`config.mk`:
```
export PLATFORM = sky130hd
export DESIGN_NAME = rscl_top
export DESIGN_NICKNAME = d
export VERILOG_FILES = /design/src/pkg/rscl_pkg.sv /design/src/pkg/rscl_clk_if.sv /design/src/verilog/rscl_clkdiv.sv /design/src/verilog/rscl_top.sv
export SDC_FILE = /design/constraint.sdc
export NUM_CORES = 1
export LEC_CHECK = 0
export ABC_AREA = 1
export BUFFER_PORTS_ARGS = -buffer_cell sky130_fd_sc_hd__buf_2
export CORE_MARGIN = 4
export CORE_UTILIZATION = 45
export DETAILED_ROUTE_END_ITERATION = 12
export HOLD_SLACK_MARGIN = 0.1
export PLACE_DENSITY = 0.79
export SYNTH_ARGS = -nofsm -noshare
export SYNTH_HDL_FRONTEND = slang
export SYNTH_SLANG_ARGS = --single-unit
```
`constraint.sdc`:
```
create_clock -name clk_sys -period 6.15 [get_ports clk_sys]
set_input_delay 0.615 -clock clk_sys [delete_from_list [all_inputs] [get_ports clk_sys]]
set_output_delay 0.615 -clock clk_sys [all_outputs]
set_load 0.01 [all_outputs]
```
`src/pkg/rscl_pkg.sv`:
```
// Constants and state types of the reset strap configuration latch
package rscl_pkg;
    // Strap vector layout: {host select, bank pins, address pins}
    localparam int ADDR_W = 20;
    localparam int BANK_W = 2;
    localparam int STRAP_W = 23;
    localparam int HSEL_BIT = 22;
    localparam int RSV_BIT = 23;
    localparam int BOOT_HI = 19;
    localparam int BOOT_LO = 16;
    localparam int CLKSEL_BIT = 15;
    localparam int BOOTREG_CLK = 4;
    localparam int BOOTREG_RSV = 5;
    // Boot select codes
    localparam logic [3:0] BOOT_NONE = 4'h0;
    localparam logic [3:0] BOOT_HPI = 4'h1;
    localparam logic [3:0] BOOT_ROM = 4'h4;
    localparam logic [3:0] BOOT_I2CM = 4'h5;
    localparam logic [3:0] BOOT_I2CS = 4'h6;
    localparam logic [3:0] BOOT_PCI = 4'h7;
    // Peripheral enable bit positions
    localparam int EN_W = 4;
    localparam int EN_HPI = 0;
    localparam int EN_EMIF = 1;
    localparam int EN_I2C = 2;
    localparam int EN_PCI = 3;
    localparam logic [EN_W-1:0] EN_NONE = 4'h0;
    // Register map, byte addresses
    localparam int AXI_AW = 8;
    localparam logic [AXI_AW-1:0] REG_STATUS = 8'h00;
    localparam logic [AXI_AW-1:0] REG_BOOT = 8'h04;
    localparam logic [AXI_AW-1:0] REG_PEN = 8'h08;
    localparam logic [AXI_AW-1:0] REG_DIV = 8'h0C;
    localparam logic [1:0] RESP_OKAY = 2'h0;
    localparam logic [1:0] RESP_SLVERR = 2'h2;
    // Divided system clock four: CPU rate over eight after reset
    localparam int DIV_W = 8;
    localparam logic [DIV_W-1:0] DIV_DEFAULT = 8'h08;
    localparam logic [DIV_W-1:0] DIV_MIN = 8'h02;
    // Cycles the pins settle after release before the latch closes
    localparam int CNT_W = 4;
    localparam logic [CNT_W-1:0] SETTLE_CYC = 4'h4;

    typedef enum logic [0:0] {PH_SAMPLE, PH_RUN} rscl_phase_t;

    // Divider state
    typedef struct packed {
        logic [DIV_W-1:0] cnt;
        logic clkOut;
    } rscl_div_st_t;

    // Whole state of the latch and its register slave
    typedef struct packed {
        logic [STRAP_W-1:0] sync1;
        logic [STRAP_W-1:0] sync2;
        rscl_phase_t phase;
        logic [CNT_W-1:0] cnt;
        logic [STRAP_W-1:0] cfg;
        logic rstStat;
        logic [EN_W-1:0] periphEn;
        logic [DIV_W-1:0] divisor;
        logic [ADDR_W-1:0] addrDrv;
        logic [BANK_W-1:0] bankDrv;
        logic awHave;
        logic [AXI_AW-1:0] awAddr;
        logic wHave;
        logic [31:0] wData;
        logic [3:0] wStrb;
        logic bValid;
        logic [1:0] bResp;
        logic rValid;
        logic [31:0] rData;
        logic [1:0] rResp;
    } rscl_st_t;
endpackage

```
`src/pkg/rscl_clk_if.sv`:
```
// Link between the latch and the divided clock four generator
`timescale 1ns/1ns
`default_nettype none
interface rscl_clk_if;
    import rscl_pkg::*;
    logic [DIV_W-1:0] divisor; // Software divide ratio
    logic clkFour; // Divided clock output
    modport ctl (output divisor, input clkFour);
    modport div (input divisor, output clkFour);
endinterface
`default_nettype wire

```
`src/verilog/rscl_clkdiv.sv`:
```
// Generator of divided system clock four from the core clock
`timescale 1ns/1ns
`default_nettype none
module rscl_clkdiv (
    input wire logic clk_sys,
    input wire logic nrst,
    rscl_clk_if.div clkIf
);
    import rscl_pkg::*;

    rscl_div_st_t q; // Registered state
    rscl_div_st_t d; // Next state
    logic [DIV_W-1:0] effDiv; // Ratio clamped to something divisible

    // Count one period and hold the output high for its first half
    always_comb begin
        d = q;
        effDiv = (clkIf.divisor < DIV_MIN) ? DIV_MIN : clkIf.divisor;
        // Wrap on the last cycle of the period
        if (q.cnt >= effDiv - DIV_W'(1)) begin
            d.cnt = '0;
        end else begin
            d.cnt = q.cnt + DIV_W'(1);
        end
        // Odd ratios give a short high half; fine for a clock select
        d.clkOut = (d.cnt < (effDiv >> 1));
    end

    // State register
    always_ff @(posedge clk_sys or negedge nrst) begin
        if (!nrst) begin
            q <= '0;
        end else begin
            q <= d;
        end
    end

    assign clkIf.clkFour = q.clkOut;
endmodule
`default_nettype wire

```
`src/verilog/rscl_top.sv`:
```
// Reset strap latch: captures pin straps, decodes boot and clock setup
`timescale 1ns/1ns
`default_nettype none
module rscl_top (
    input wire logic clk_sys,
    input wire logic nrst,
    // Shared strap pins: address, bank, host-bus select
    input wire logic [rscl_pkg::ADDR_W-1:0] extMemAddrPinsI,
    output logic [rscl_pkg::ADDR_W-1:0] extMemAddrPinsO,
    output logic extMemAddrPinsOe,
    input wire logic [rscl_pkg::BANK_W-1:0] extMemBankPinsI,
    output logic [rscl_pkg::BANK_W-1:0] extMemBankPinsO,
    output logic extMemBankPinsOe,
    input wire logic hostSelPin,
    // Values the memory port puts on the pins after reset
    input wire logic [rscl_pkg::ADDR_W-1:0] memPortAddr,
    input wire logic [rscl_pkg::BANK_W-1:0] memPortBank,
    // Reset status pin, high once the device is out of reset
    output logic resetStatusOut,
    // Decoded configuration
    output logic [3:0] bootSelectField,
    output logic extMemClockSourceSel,
    output logic dividedSystemClockFour,
    output logic [rscl_pkg::EN_W-1:0] periphEnable,
    // AXI4-Lite slave
    input wire logic [rscl_pkg::AXI_AW-1:0] s_axi_awaddr,
    input wire logic s_axi_awvalid,
    output logic s_axi_awready,
    input wire logic [31:0] s_axi_wdata,
    input wire logic [3:0] s_axi_wstrb,
    input wire logic s_axi_wvalid,
    output logic s_axi_wready,
    output logic [1:0] s_axi_bresp,
    output logic s_axi_bvalid,
    input wire logic s_axi_bready,
    input wire logic [rscl_pkg::AXI_AW-1:0] s_axi_araddr,
    input wire logic s_axi_arvalid,
    output logic s_axi_arready,
    output logic [31:0] s_axi_rdata,
    output logic [1:0] s_axi_rresp,
    output logic s_axi_rvalid,
    input wire logic s_axi_rready
);
    import rscl_pkg::*;

    rscl_st_t q; // Registered state
    rscl_st_t d; // Next state
    logic [EN_W-1:0] bootEn; // Peripheral named by the boot code
    logic rsvSeen; // Latched boot code is one of the reserved ones
    logic [3:0] bootCode; // Boot field of the settled strap sample
    logic [31:0] readWord; // Read data mux
    logic [1:0] readResp; // Read answer for the decoded address

    rscl_clk_if clkIf (); // Divider link

    // Divided clock four generator
    rscl_clkdiv uDiv (
        .clk_sys(clk_sys),
        .nrst(nrst),
        .clkIf(clkIf)
    );

    assign clkIf.divisor = q.divisor;

    // Boot code decode; reserved codes enable nothing
    always_comb begin
        bootCode = q.sync2[BOOT_HI:BOOT_LO];
        bootEn = EN_NONE;
        case (bootCode)
            BOOT_NONE: begin
                bootEn = EN_NONE;
            end
            BOOT_HPI: begin
                bootEn[EN_HPI] = 1'b1;
            end
            BOOT_ROM: begin
                bootEn[EN_EMIF] = 1'b1;
            end
            BOOT_I2CM, BOOT_I2CS: begin
                bootEn[EN_I2C] = 1'b1;
            end
            BOOT_PCI: begin
                bootEn[EN_PCI] = 1'b1;
            end
            default: begin
                // Reserved code: nothing enabled
                bootEn = EN_NONE;
            end
        endcase
    end

    // Reserved code check on the latched field, so status never tracks pins
    always_comb begin
        case (q.cfg[BOOT_HI:BOOT_LO])
            BOOT_NONE, BOOT_HPI, BOOT_ROM,
            BOOT_I2CM, BOOT_I2CS, BOOT_PCI: begin
                rsvSeen = 1'b0;
            end
            default: begin
                rsvSeen = 1'b1;
            end
        endcase
    end

    // Read mux; only the four words are mapped
    always_comb begin
        readWord = '0;
        readResp = RESP_OKAY;
        case (s_axi_araddr)
            REG_STATUS: begin
                readWord[STRAP_W-1:0] = q.cfg;
                readWord[RSV_BIT] = rsvSeen;
            end
            REG_BOOT: begin
                readWord[3:0] = q.cfg[BOOT_HI:BOOT_LO];
                readWord[BOOTREG_CLK] = q.cfg[CLKSEL_BIT];
            end
            REG_PEN: begin
                readWord[EN_W-1:0] = q.periphEn;
            end
            REG_DIV: begin
                readWord[DIV_W-1:0] = q.divisor;
            end
            default: begin
                // Unmapped word: zero data, slave error
                readResp = RESP_SLVERR;
            end
        endcase
    end

    // Next-state logic: strap sampling, capture, pin drive and bus slave
    always_comb begin
        d = q;
        // Two-stage synchroniser on the strap pins
        d.sync1 = {hostSelPin, extMemBankPinsI, extMemAddrPinsI};
        d.sync2 = q.sync1;
        // Pin drive values, registered so the pins come from flops
        d.addrDrv = memPortAddr;
        d.bankDrv = memPortBank;

        case (q.phase)
            PH_SAMPLE: begin
                // Pins still undriven by us; let the sample settle
                if (q.cnt == SETTLE_CYC) begin
                    d.cfg = q.sync2;
                    d.periphEn = bootEn;
                    d.rstStat = 1'b1;
                    d.phase = PH_RUN;
                end else begin
                    d.cnt = q.cnt + CNT_W'(1);
                end
            end
            PH_RUN: begin
                // Configuration frozen until nrst falls again
                d.cfg = q.cfg;
            end
            default: begin
                d.phase = PH_SAMPLE;
            end
        endcase

        // Write address and data may arrive in either order
        if (s_axi_awvalid && s_axi_awready) begin
            d.awHave = 1'b1;
            d.awAddr = s_axi_awaddr;
        end
        if (s_axi_wvalid && s_axi_wready) begin
            d.wHave = 1'b1;
            d.wData = s_axi_wdata;
            d.wStrb = s_axi_wstrb;
        end
        // Perform the write once both halves are held
        if (q.awHave && q.wHave && !q.bValid) begin
            d.awHave = 1'b0;
            d.wHave = 1'b0;
            d.bValid = 1'b1;
            d.bResp = RESP_OKAY;
            case (q.awAddr)
                REG_PEN: begin
                    // Software enables; ignored while still sampling
                    if (q.wStrb[0] && q.phase == PH_RUN) begin
                        d.periphEn = q.wData[EN_W-1:0];
                    end
                end
                REG_DIV: begin
                    if (q.wStrb[0]) begin
                        d.divisor = q.wData[DIV_W-1:0];
                    end
                end
                REG_STATUS, REG_BOOT: begin
                    // Read-only words: write dropped, answered OKAY
                    d.bResp = RESP_OKAY;
                end
                default: begin
                    d.bResp = RESP_SLVERR;
                end
            endcase
        end
        if (q.bValid && s_axi_bready) begin
            d.bValid = 1'b0;
        end

        // Read: answer one cycle after the address is taken
        if (s_axi_arvalid && s_axi_arready) begin
            d.rValid = 1'b1;
            d.rData = readWord;
            d.rResp = readResp;
        end else if (q.rValid && s_axi_rready) begin
            d.rValid = 1'b0;
        end
    end

    // State register; every field resets to a constant
    always_ff @(posedge clk_sys or negedge nrst) begin
        if (!nrst) begin
            q <= '0;
            q.phase <= PH_SAMPLE;
            q.periphEn <= EN_NONE;
            q.divisor <= DIV_DEFAULT;
        end else begin
            q <= d;
        end
    end

    // Pins are driven only once the latch has closed
    assign extMemAddrPinsO = q.addrDrv;
    assign extMemAddrPinsOe = q.rstStat;
    assign extMemBankPinsO = q.bankDrv;
    assign extMemBankPinsOe = q.rstStat;
    // External strap drivers must be off once this goes high
    assign resetStatusOut = q.rstStat;

    // Decoded configuration outputs
    assign bootSelectField = q.cfg[BOOT_HI:BOOT_LO];
    assign extMemClockSourceSel = q.cfg[CLKSEL_BIT];
    assign dividedSystemClockFour = clkIf.clkFour;
    assign periphEnable = q.periphEn;

    // Bus handshakes; one write and one read outstanding at most
    assign s_axi_awready = !q.awHave && !q.bValid;
    assign s_axi_wready = !q.wHave && !q.bValid;
    assign s_axi_bvalid = q.bValid;
    assign s_axi_bresp = q.bResp;
    assign s_axi_arready = !q.rValid;
    assign s_axi_rvalid = q.rValid;
    assign s_axi_rdata = q.rData;
    assign s_axi_rresp = q.rResp;
endmodule
`default_nettype wire
```
==> results.sh, run 1 <==
export IMPL_setup_slack_ns=2.73
export IMPL_p_sw_mw=1.01
export IMPL_cts_resized=0
export IMPL_die_area_mm2=0.0171
export IMPL_peakVddDrop_mv=0.175
export IMPL_n_antenna_cell=0
export IMPL_switching_share_pct=30.7
export IMPL_power_density_mw_per_mm2=420
export IMPL_slew_headroom_pct=43.1
export IMPL_cts_hold_buffers=0
export IMPL_grt_max_degree=94
export IMPL_clock_path_buffers=2
export IMPL_placedCellCount=917
export IMPL_fmax_ghz=0.293
export IMPL_num_vias=4446
export IMPL_finalCriticalPeriod_ns=3.42
export IMPL_seq_area_frac_synth_pct=60.9
export IMPL_port_buffer_count=142
export IMPL_post_cts_buffers=0
export IMPL_start_util_pct=46.3
export IMPL_path_class="reg -> reg"
export IMPL_total_power_mw=3.30
export IMPL_whs_ns=0.258
export IMPL_pwr_share_clk_pct=34.4
export IMPL_coreArea_mm2=0.0146
export IMPL_clk_latency_ns=0.42
export IMPL_synth_ff_type="dfrtp_1"
export IMPL_cp_arrival_ns=3.74
export IMPL_antenna_found_initial=0
export IMPL_final_max_slew_viol_count=0
export IMPL_place_hpwl_um=9470
export IMPL_cts_root_buf="clkbuf_16"
export IMPL_io_pin_count=180
export IMPL_path_clk_slew_ns=0.06
export IMPL_drc=0
export IMPL_drive_above_1_share_pct=26.8
export IMPL_stdcell_count=949
export IMPL_p_int_mw=2.29
export IMPL_stdcell_area_mm2=0.00787
export IMPL_die_width_um=131
export IMPL_grt_pass1_vias=4383
export IMPL_hold_viol=0
export IMPL_synth_cell_types=41
export IMPL_fin_crit_sh_pct=55.6
export IMPL_track_usage_pct=15.7
export IMPL_p_comb_share_pct=25.9
export IMPL_grt_overflow=0
export IMPL_status="finished clean"
export IMPL_maxCapViolations=0
export IMPL_ant_nets=0
export IMPL_post_route_util_pct=53.7
export IMPL_syn_area_per_cell_um2=10.3
export IMPL_die_h_um=131
export IMPL_leakagePower_nw=4.06
export IMPL_layout_nets=874
export IMPL_avgRoutedWirePerCell_um=13.6
export IMPL_placement_setup_worst_slack_ns=2.75
export IMPL_setup_viol=0
export IMPL_required_ns=6.48
export IMPL_startpoint_type="flip-flop"
export IMPL_synth_edf_count=0
export IMPL_gp_congestion=0.851
export IMPL_grt_pass1_wl_um=20800
export IMPL_synthesis_area_mm2=0.00679
export IMPL_worst_pin_slew_ns=0.854
export IMPL_holdCritPathClass="in -> async"
export IMPL_rsz0062_at_grt="false"
export IMPL_fin_tns_setup_ns=0
export IMPL_routed_wl_um=12900
export IMPL_htreeDepth=4
export IMPL_place_area_mm2=0.00722
export IMPL_syn_inst=660
export IMPL_via_per_inst=4.68
export IMPL_ys_seq_elements=165
export IMPL_drt_iter0_drc=229
export IMPL_cts_sinks=165
export IMPL_rows=44
export IMPL_async_flop_share_pct=100
export IMPL_seq_power_share_pct=39.7
export IMPL_area_growth_pct=15.9
export IMPL_cp_max_fo=6
export IMPL_skew_ns=0.00613
export IMPL_cts_made_buffers=17
export IMPL_ys_warn_count=0
export IMPL_cts_tree="done"
export IMPL_worst_r2r_setup_slack_ns=2.73
export IMPL_drt_pass1_iter_count=4
export IMPL_end_kind="flip-flop"
## cell usage after synthesis (all sizes together) (8+ instances only)
library cell | number | area [um^2]
a21oi | 28 | 140
ha | 18 | 225
nor2 | 43 | 183
buf | 74 | 547
dfrtp | 164 | 4100
o21ai | 35 | 175
nand3 | 17 | 108
nand2 | 161 | 604
mux2 | 8 | 90.1
inv | 64 | 240
## layout make-up
cell class | instances | area, um^2
Sequential cell | 165 | 4130
Tap cell | 184 | 230
Clock buffer | 20 | 447
Fill cell | 1310 | 6780
Timing Repair Buffer | 145 | 739
Inverter | 64 | 240
Clock inverter | 12 | 203
Multi-Input combinational cell | 359 | 1880
## power by group through the flow
stage                     Combinational, mW  Clock [mW]  Sequential, mW
after floorplan                       0.674           0            1.31
after CTS                             0.868        1.17            1.31
after global routing                   1.01        1.21            1.32
final                                 0.856        1.14            1.31
after global placement                0.832           0            1.32
after detailed placement              0.860           0            1.33
## layout by cell type, fill, tap and decap left out, drive strengths merged, types with 3 or more instances in the layout
| master | netlist | final |
|---|---|---|
| clkbuf | 7 | 20 |
| nand4 | 5 | 5 |
| conb | 1 | 10 |
| dfrtp | 164 | 164 |
| clkinv | 0 | 3 |
| mux2 | 8 | 8 |
| clkinvlp | 0 | 4 |
| nand3 | 17 | 17 |
| nor3 | 7 | 7 |
| xor2 | 7 | 7 |
| nor2 | 43 | 43 |
| buf | 74 | 145 |
| o21ai | 35 | 35 |
| nand2 | 161 | 161 |
| ha | 18 | 18 |
| a21oi | 28 | 28 |
| o211ai | 3 | 3 |
| bufinv | 0 | 5 |
| inv | 64 | 64 |
## kinds of logic after synthesis
logic type / Yosys count / synth area share, %
compound gates: 75 / 6.10
xor+xnor: 9 / 1.16
fa+ha+maj: 18 / 3.32
buf+inv: 145 / 12.0
flops: 165 / 60.9
mux: 8 / 1.33
other cells: 1 / 0.0553
simple gates: 239 / 15.2
## routing by layer
metal | part of all wire [%] | vias up | GRT usage (%)
met4 | 2.4 | 0 | 7.56
met2 | 48 | 127 | 24.0
met3 | 6.0 | 26 | 3.90
li1 | - | 2207 | -
met1 | 44 | 2086 | 21.2
met5 | 0 | - | 0
## flip-flops by register name, indices dropped and copies added (netlist names)
register              count
q                        61
s_axi_rdata              24
d                        23
extMemAddrPinsO          20
clkIf.divisor             8
uDiv.q                    8
bootCode                  4
bootSelectField           4
periphEnable              4
extMemBankPinsO           2
extMemAddrPinsOe          1
extMemClockSourceSel      1
s_axi_bresp               1
s_axi_bvalid              1
s_axi_rresp               1
s_axi_rvalid              1
uDiv.clkIf.clkFour        1
## worst paths after layout
kind	start	end	cells after the start
hold reg to reg	d[166]$_DFF_PN0_	bootCode[3]$_DFF_PN0_	0
setup / recovery	clkIf.divisor[4]$_DFFE_PN0P_	uDiv.clkIf.clkFour$_DFF_PN0_	20
max in group asynchronous	nrst	q[157]$_DFF_PN0_	2
hold / removal	nrst	s_axi_rdata[11]$_DFFE_PN0P_	1
min in group clk_sys	memPortAddr[16]	extMemAddrPinsO[16]$_DFF_PN0_	1
setup reg to reg	clkIf.divisor[4]$_DFFE_PN0P_	uDiv.clkIf.clkFour$_DFF_PN0_	20
## critical path: stages (launching register included)
cell and delay [ns]:
dfrtp_1 0.41, inv_1 0.16, nand2_1 0.10, nor2_2 0.12, nand4_2 0.10, nand2_1 0.12
inv_2 0.07, ha_1 0.22, nand3_1 0.13, nor2_1 0.06, xor2_1 0.12, inv_1 0.06
ha_1 0.27, nand2_1 0.08, nor2_1 0.05, nor2_1 0.13, nand2_1 0.17, nor3b_1 0.33
ha_1 0.30, and3_1 0.17, a21oi_1 0.18
Power figures use the tool's default switching activity.
==> run 2, diff against run 1 <==
--- a/config.mk
+++ b/config.mk
@@ -5,13 +5,13 @@
 export SDC_FILE = /design/constraint.sdc
 export NUM_CORES = 1
 export LEC_CHECK = 0
-export ABC_AREA = 1
+export ABC_AREA = 0
 export BUFFER_PORTS_ARGS = -buffer_cell sky130_fd_sc_hd__buf_2
 export CORE_MARGIN = 4
 export CORE_UTILIZATION = 45
 export DETAILED_ROUTE_END_ITERATION = 12
 export HOLD_SLACK_MARGIN = 0.1
-export PLACE_DENSITY = 0.79
+export PLACE_DENSITY = 0.82
 export SYNTH_ARGS = -nofsm -noshare
 export SYNTH_HDL_FRONTEND = slang
 export SYNTH_SLANG_ARGS = --single-unit
==> constraint.sdc (replaced) <==
create_clock -name clk_sys -period 2.8 [get_ports clk_sys]
set_input_delay 0.28 -clock clk_sys [delete_from_list [all_inputs] [get_ports clk_sys]]
set_output_delay 0.28 -clock clk_sys [all_outputs]
set_load 0.01 [all_outputs]
==> results.sh, run 2 <==
export IMPL_seq_area_frac_synth_pct=61.4
export IMPL_setup_viol=1
export IMPL_via_per_inst=4.81
export IMPL_synth_cell_types=52
export IMPL_grt_pass1_vias=4925
export IMPL_final_max_slew_viol_count=0
export IMPL_worst_pin_slew_ns=0.706
export IMPL_num_vias=4583
export IMPL_fin_tns_setup_ns=-0.759
export IMPL_die_area_mm2=0.0170
export IMPL_maxCapViolations=0
export IMPL_synth_common_cells="164 x dfrtp_1, 119 x nand2_1, 68 x buf_4"
export IMPL_startpoint_type="flip-flop"
export IMPL_cts_tree="done"
export IMPL_yosysMostFrequentCell="dfrtp_1"
export IMPL_synthesis_area_mm2=0.00673
export IMPL_syn_inst=569
export IMPL_top_layer="met4"
export IMPL_synth_top_area_cell="dfrtp_1"
export IMPL_syn_area_per_cell_um2=11.8
export IMPL_synth_area_leaders="dfrtp_1 61%, buf_4 7.6%, nand2_1 6.6%"
export IMPL_required_ns=3.16
export IMPL_hold_viol=0
export IMPL_antenna_found_initial=0
export IMPL_grt_max_degree=74
export IMPL_ys_warn_count=0
export IMPL_fmax_ghz=0.281
export IMPL_area_growth_pct=31.4
export IMPL_die_h_um=130
export IMPL_die_width_um=130
export IMPL_ant_nets=0
export IMPL_path_class="reg -> reg"
export IMPL_rsz0062_at_grt="true"
export IMPL_drive_above_1_share_pct=35.5
export IMPL_end_kind="flip-flop"
export IMPL_layout_nets=877
export IMPL_holdCritPathClass="in -> reg"
export IMPL_path_clk_slew_ns=0.06
export IMPL_finalCriticalPeriod_ns=3.56
export IMPL_cts_made_buffers=17
export IMPL_leakagePower_nw=4.31
export IMPL_post_route_util_pct=60.6
export IMPL_drc=0
export IMPL_io_pin_count=180
export IMPL_clock_path_buffers=2
export IMPL_place_hpwl_um=10100
export IMPL_port_buffer_count=142
export IMPL_regMostFlops="q"
export IMPL_n_antenna_cell=0
export IMPL_wl_met2_um=7270
export IMPL_drt_iter0_drc=263
export IMPL_drt_pass1_iter_count=5
export IMPL_netlist_area_leader_share_pct=61.0
export IMPL_gp_congestion=0.866
export IMPL_coreArea_mm2=0.0146
export IMPL_wl_met3_um=718
export IMPL_routed_wl_um=14400
export IMPL_fin_crit_sh_pct=127
export IMPL_start_util_pct=46.1
export IMPL_htreeDepth=4
export IMPL_mostFrequentLayoutCells="164 x dfrtp_1, 141 x buf_2, 118 x nand2_1"
export IMPL_cp_max_fo=7
export IMPL_power_density_mw_per_mm2=815
export IMPL_violations="setup timing"
export IMPL_cts_root_buf="clkbuf_16"
export IMPL_cp_arrival_ns=3.92
export IMPL_skew_ns=0.00525
export IMPL_wl_met1_um=6140
export IMPL_track_usage_pct=18.1
export IMPL_avgRoutedWirePerCell_um=15.2
export IMPL_whs_ns=0.266
export IMPL_peakVddDrop_mv=0.630
export IMPL_largest_register_ffs=61
export IMPL_stdcell_area_mm2=0.00884
export IMPL_synth_edf_count=0
export IMPL_rows=44
export IMPL_setup_slack_ns=-0.759
export IMPL_ys_seq_elements=165
export IMPL_place_area_mm2=0.00752
export IMPL_final_common_cell="dfrtp_1"
export IMPL_async_flop_share_pct=100
export IMPL_clk_latency_ns=0.42
export IMPL_grt_overflow=0
export IMPL_slew_headroom_pct=52.9
export IMPL_grt_pass1_wl_um=23800
export IMPL_synth_ff_type="dfrtp_1"
export IMPL_cts_sinks=165
export IMPL_status="finished, violations left"
run 2: cell count changes after synthesis, sizes merged, moves of 8 or more:
| cell | change |
|---|---|
| nand2 | -41 |
| o21ai | -22 |
| inv | -45 |
| mux2 | +21 |
| a21oi | -22 |
| nor2 | -31 |
| xnor2 | +8 |
run 2: worst max-delay path, stage by stage (launching register included):
cell and delay (ns):
dfstp_2 0.56, nor4_4 0.05, buf_4 0.15, a21oi_4 0.20
buf_6 0.13, nand4_1 0.10, xnor2_1 0.15, ha_1 0.30
nand4_1 0.14, a31oi_4 0.40, nor3_4 0.10, ha_1 0.31
and3_4 0.19, a221o_1 0.30, a221oi_2 0.24, o31a_1 0.17
run 2: worst paths after layout:
kind	from	endpoint	slack (ns)	cells past startpoint
min in group asynchronous	nrst	s_axi_rvalid$_DFFE_PN0P_	0.37	2
worst max register to register	clkIf.divisor[3]$_DFFE_PN1P_	uDiv.clkIf.clkFour$_DFF_PN0_	-0.76	15
max in group asynchronous	nrst	q[158]$_DFF_PN0_	1.57	3
worst min register to register	d[161]$_DFF_PN0_	q[161]$_DFF_PN0_	0.35	0
worst min-delay path	s_axi_araddr[4]	s_axi_rdata[19]$_DFFE_PN0P_	0.27	5
worst max-delay path	clkIf.divisor[3]$_DFFE_PN1P_	uDiv.clkIf.clkFour$_DFF_PN0_	-0.76	15
run 2: kinds of logic (layout without fill, tap and decap cells):
group	Yosys count	after routing	share of synthesized area (%)
and+or+nand+nor	190	190	13.2
DFF	165	165	61.4
buffers and inverters	103	293	9.56
AOI/OAI and AO/OA	44	44	4.45
muxes	34	34	6.16
adders and majority gates	18	18	3.35
xor gates and xnor gates	14	14	1.82
other	1	10	0.0557
run 2: power breakdown:
part | total (mW) | internal, mW | switching, mW
clock network | 2.23 | 1.24 | 0.982
logic | 2.12 | 1.11 | 1.02
registers | 2.86 | 2.68 | 0.182
total | 7.21 | 5.03 | 2.18
run 2: timing repair:
action / 4_1_cts / 5_1_grt
setup buffers: 1 / 1
pin swaps: 2 / 5
setup endpoints to repair: 1 / 3
hold endpoints to repair: 118 / 0
gates cloned: 0 / 0
resized for setup: 5 / 8
hold buffers: 65 / 0
run 2: per-layer routing:
layer	GRT usage (%)	vias up
met4	6.72	0
li1	-	2192
met2	30.3	142
met5	0	-
met3	4.58	23
met1	22.9	2226
run 2: stage by stage:
| stage | instances | total power, mW | setup slack, ns |
|---|---|---|---|
| floorplan | 578 | 4.24 | -0.667 |
| global placement | 853 | 4.78 | -0.710 |
| detailed placement | 853 | 4.86 | -0.793 |
| CTS | 951 | 7.21 | -0.734 |
| global route | 952 | 7.61 | -0.945 |
| finish | 952 | 7.21 | -0.759 |
run 2: cell type report:
| type | count | area (um^2) |
|---|---|---|
| clock buffer | 17 | 425 |
| clock inverter | 15 | 146 |
| fill | 1147 | 5750 |
| inverter | 19 | 71.3 |
| multi-input combinational | 310 | 2190 |
| sequential | 165 | 4130 |
| tap | 184 | 230 |
| timing repair buffer | 242 | 1650 |
==> run 3, diff against run 2 <==
==> constraint.sdc (replaced) <==
create_clock -name clk_sys -period 3.1 [get_ports clk_sys]
set_input_delay 0.31 -clock clk_sys [delete_from_list [all_inputs] [get_ports clk_sys]]
set_output_delay 0.31 -clock clk_sys [all_outputs]
set_load 0.01 [all_outputs]
==> results.sh, run 3 (synthesized netlist as in run 2, its figures left out) <==
export IMPL_status="finished, violations left"
export IMPL_violations="setup timing"
export IMPL_die_h_um=130
export IMPL_grt_overflow=0
export IMPL_drc=0
export IMPL_antenna_found_initial=0
export IMPL_avgRoutedWirePerCell_um=15.3
export IMPL_gp_congestion=0.832
export IMPL_area_growth_pct=27.4
export IMPL_grt_max_degree=78
export IMPL_rows=44
export IMPL_via_per_inst=4.83
export IMPL_setup_slack_ns=-0.443
export IMPL_power_density_mw_per_mm2=752
export IMPL_path_clk_slew_ns=0.07
export IMPL_fin_crit_sh_pct=114
export IMPL_grt_pass1_wl_um=23200
export IMPL_cts_tree="done"
export IMPL_htreeDepth=4
export IMPL_drt_iter0_drc=278
export IMPL_worst_pin_slew_ns=0.638
export IMPL_peakVddDrop_mv=0.611
export IMPL_hold_viol=0
export IMPL_stdcell_count=928
export IMPL_rsz0062_at_grt="true"
export IMPL_slew_headroom_pct=57.4
export IMPL_fmax_ghz=0.282
export IMPL_layout_nets=853
export IMPL_nFillCells=1180
export IMPL_stdcell_area_mm2=0.00857
export IMPL_cts_root_buf="clkbuf_16"
export IMPL_mostFrequentLayoutCells="164 x dfrtp_1, 141 x buf_2, 119 x nand2_1"
export IMPL_die_area_mm2=0.0170
export IMPL_slowest_stage="dfstp_2"
export IMPL_cts_sinks=165
export IMPL_path_class="reg -> reg"
export IMPL_cp_arrival_ns=3.89
export IMPL_place_area_mm2=0.00746
export IMPL_io_pin_count=180
export IMPL_setup_viol=1
export IMPL_routed_wl_um=14200
export IMPL_drive_above_1_share_pct=35.0
export IMPL_cp_max_fo=6
export IMPL_place_hpwl_um=9980
export IMPL_worst_r2r_setup_slack_ns=-0.44
export IMPL_required_ns=3.45
export IMPL_track_usage_pct=17.6
export IMPL_grt_pass1_vias=4607
export IMPL_cts_made_buffers=17
export IMPL_fin_tns_setup_ns=-0.443
export IMPL_start_util_pct=46.1
export IMPL_finalCriticalPeriod_ns=3.54
export IMPL_clk_latency_ns=0.41
export IMPL_end_kind="flip-flop"
export IMPL_port_buffer_count=142
export IMPL_die_width_um=130
export IMPL_worstPathCellList="nor4_4 > buf_4 > a21oi_4 > ha_4 > nand2_1 > xnor2_1 > ha_1 > a21oi_1 > nand2_1 > a21o_4 > nor3_4 > ha_1 > a21o_1 > a221o_1 > a221oi_2 > o31a_1"
export IMPL_holdCritPathClass="in -> reg"
export IMPL_num_vias=4481
export IMPL_total_power_mw=6.45
export IMPL_placedCellCount=846
export IMPL_coreArea_mm2=0.0146
export IMPL_cpPeakStageDelay_ns=0.56
export IMPL_leakagePower_nw=4.20
export IMPL_whs_ns=0.124
export IMPL_startpoint_type="flip-flop"
export IMPL_final_common_cell="dfrtp_1"
export IMPL_drt_pass1_iter_count=4
export IMPL_maxCapViolations=0
export IMPL_skew_ns=0.00821
export IMPL_clock_path_buffers=2
export IMPL_ant_nets=0
export IMPL_regMostFlops="q"
export IMPL_final_max_slew_viol_count=0
export IMPL_largest_register_ffs=61
-- run 3: cell count changes in the layout (fill, tap and decap cells not counted), moves of 2 or more --
cell	previous run	this run
clkinvlp_4	4	2
dlygate4sd3_1	65	48
buf_4	33	27
ha_1	13	16
ha_4	5	2
inv_6	5	3
-- run 3: per-layer routing --
metal | global-route usage [%] | vias up | share of wire (%)
met5 | 0 | - | 0
met4 | 4.71 | 0 | 0.96
met3 | 4.95 | 8 | 6.0
met2 | 28.1 | 132 | 50
met1 | 23.9 | 2193 | 43
li1 | - | 2148 | -
-- run 3: critical path: cells and delay by family (launching register included) --
kind,cells,cell delay (ns)
xor gates and xnor gates,1,0.12
AOI/OAI and AO/OA,7,1.51
buffers and inverters,1,0.15
DFF,1,0.56
and+or+nand+nor,4,0.39
adders and majority gates,3,0.76
-- run 3: stage by stage --
step | worst slack, ns | utilization [%]
CTS | -0.446 | 58.7
detailed placement | -0.513 | 51.2
floorplan | -0.367 | -
global placement | -0.399 | 51.2
global route | -0.657 | 58.7
finish | -0.443 | 58.7
-- run 3: timing repair --
action	in CTS	in global routing
gates resized for setup	6	1
hold buffers	48	0
pin swaps	11	0
buffers inserted	2	0
endpoints found under the hold margin	100	0
setup endpoints to repair	1	1
-- run 3: path summary, 6_finish.rpt --
path                                                end  cells after the start                         start
min in group asynchronous      s_axi_rvalid$_DFFE_PN0P_                      2                          nrst
max                        uDiv.clkIf.clkFour$_DFF_PN0_                     16  clkIf.divisor[3]$_DFFE_PN1P_
min reg2reg                            q[147]$_DFF_PN0_                      0              d[147]$_DFF_PN0_
max reg2reg                uDiv.clkIf.clkFour$_DFF_PN0_                     16  clkIf.divisor[3]$_DFFE_PN1P_
max in group asynchronous  clkIf.divisor[3]$_DFFE_PN1P_                      3                          nrst
min                                   q[78]$_DFFE_PN0P_                      2               s_axi_awaddr[3]
-- run 3: area by class of cell --
cell class                 instances  area (um^2)  area share (%)
timing repair buffer             218         1420            16.6
antenna                            1         2.50          0.0292
tap                              184          230            2.69
multi-input combinational        310         2140            25.0
clock inverter                    14          146            1.71
inverter                          19         71.3           0.832
clock buffer                      17          425            4.96
sequential                       165         4130            48.2
-- run 3: power by group --
part           internal (mW)  switching [mW]
Sequential              2.42           0.176
Clock                   1.13           0.880
Combinational          0.957           0.891
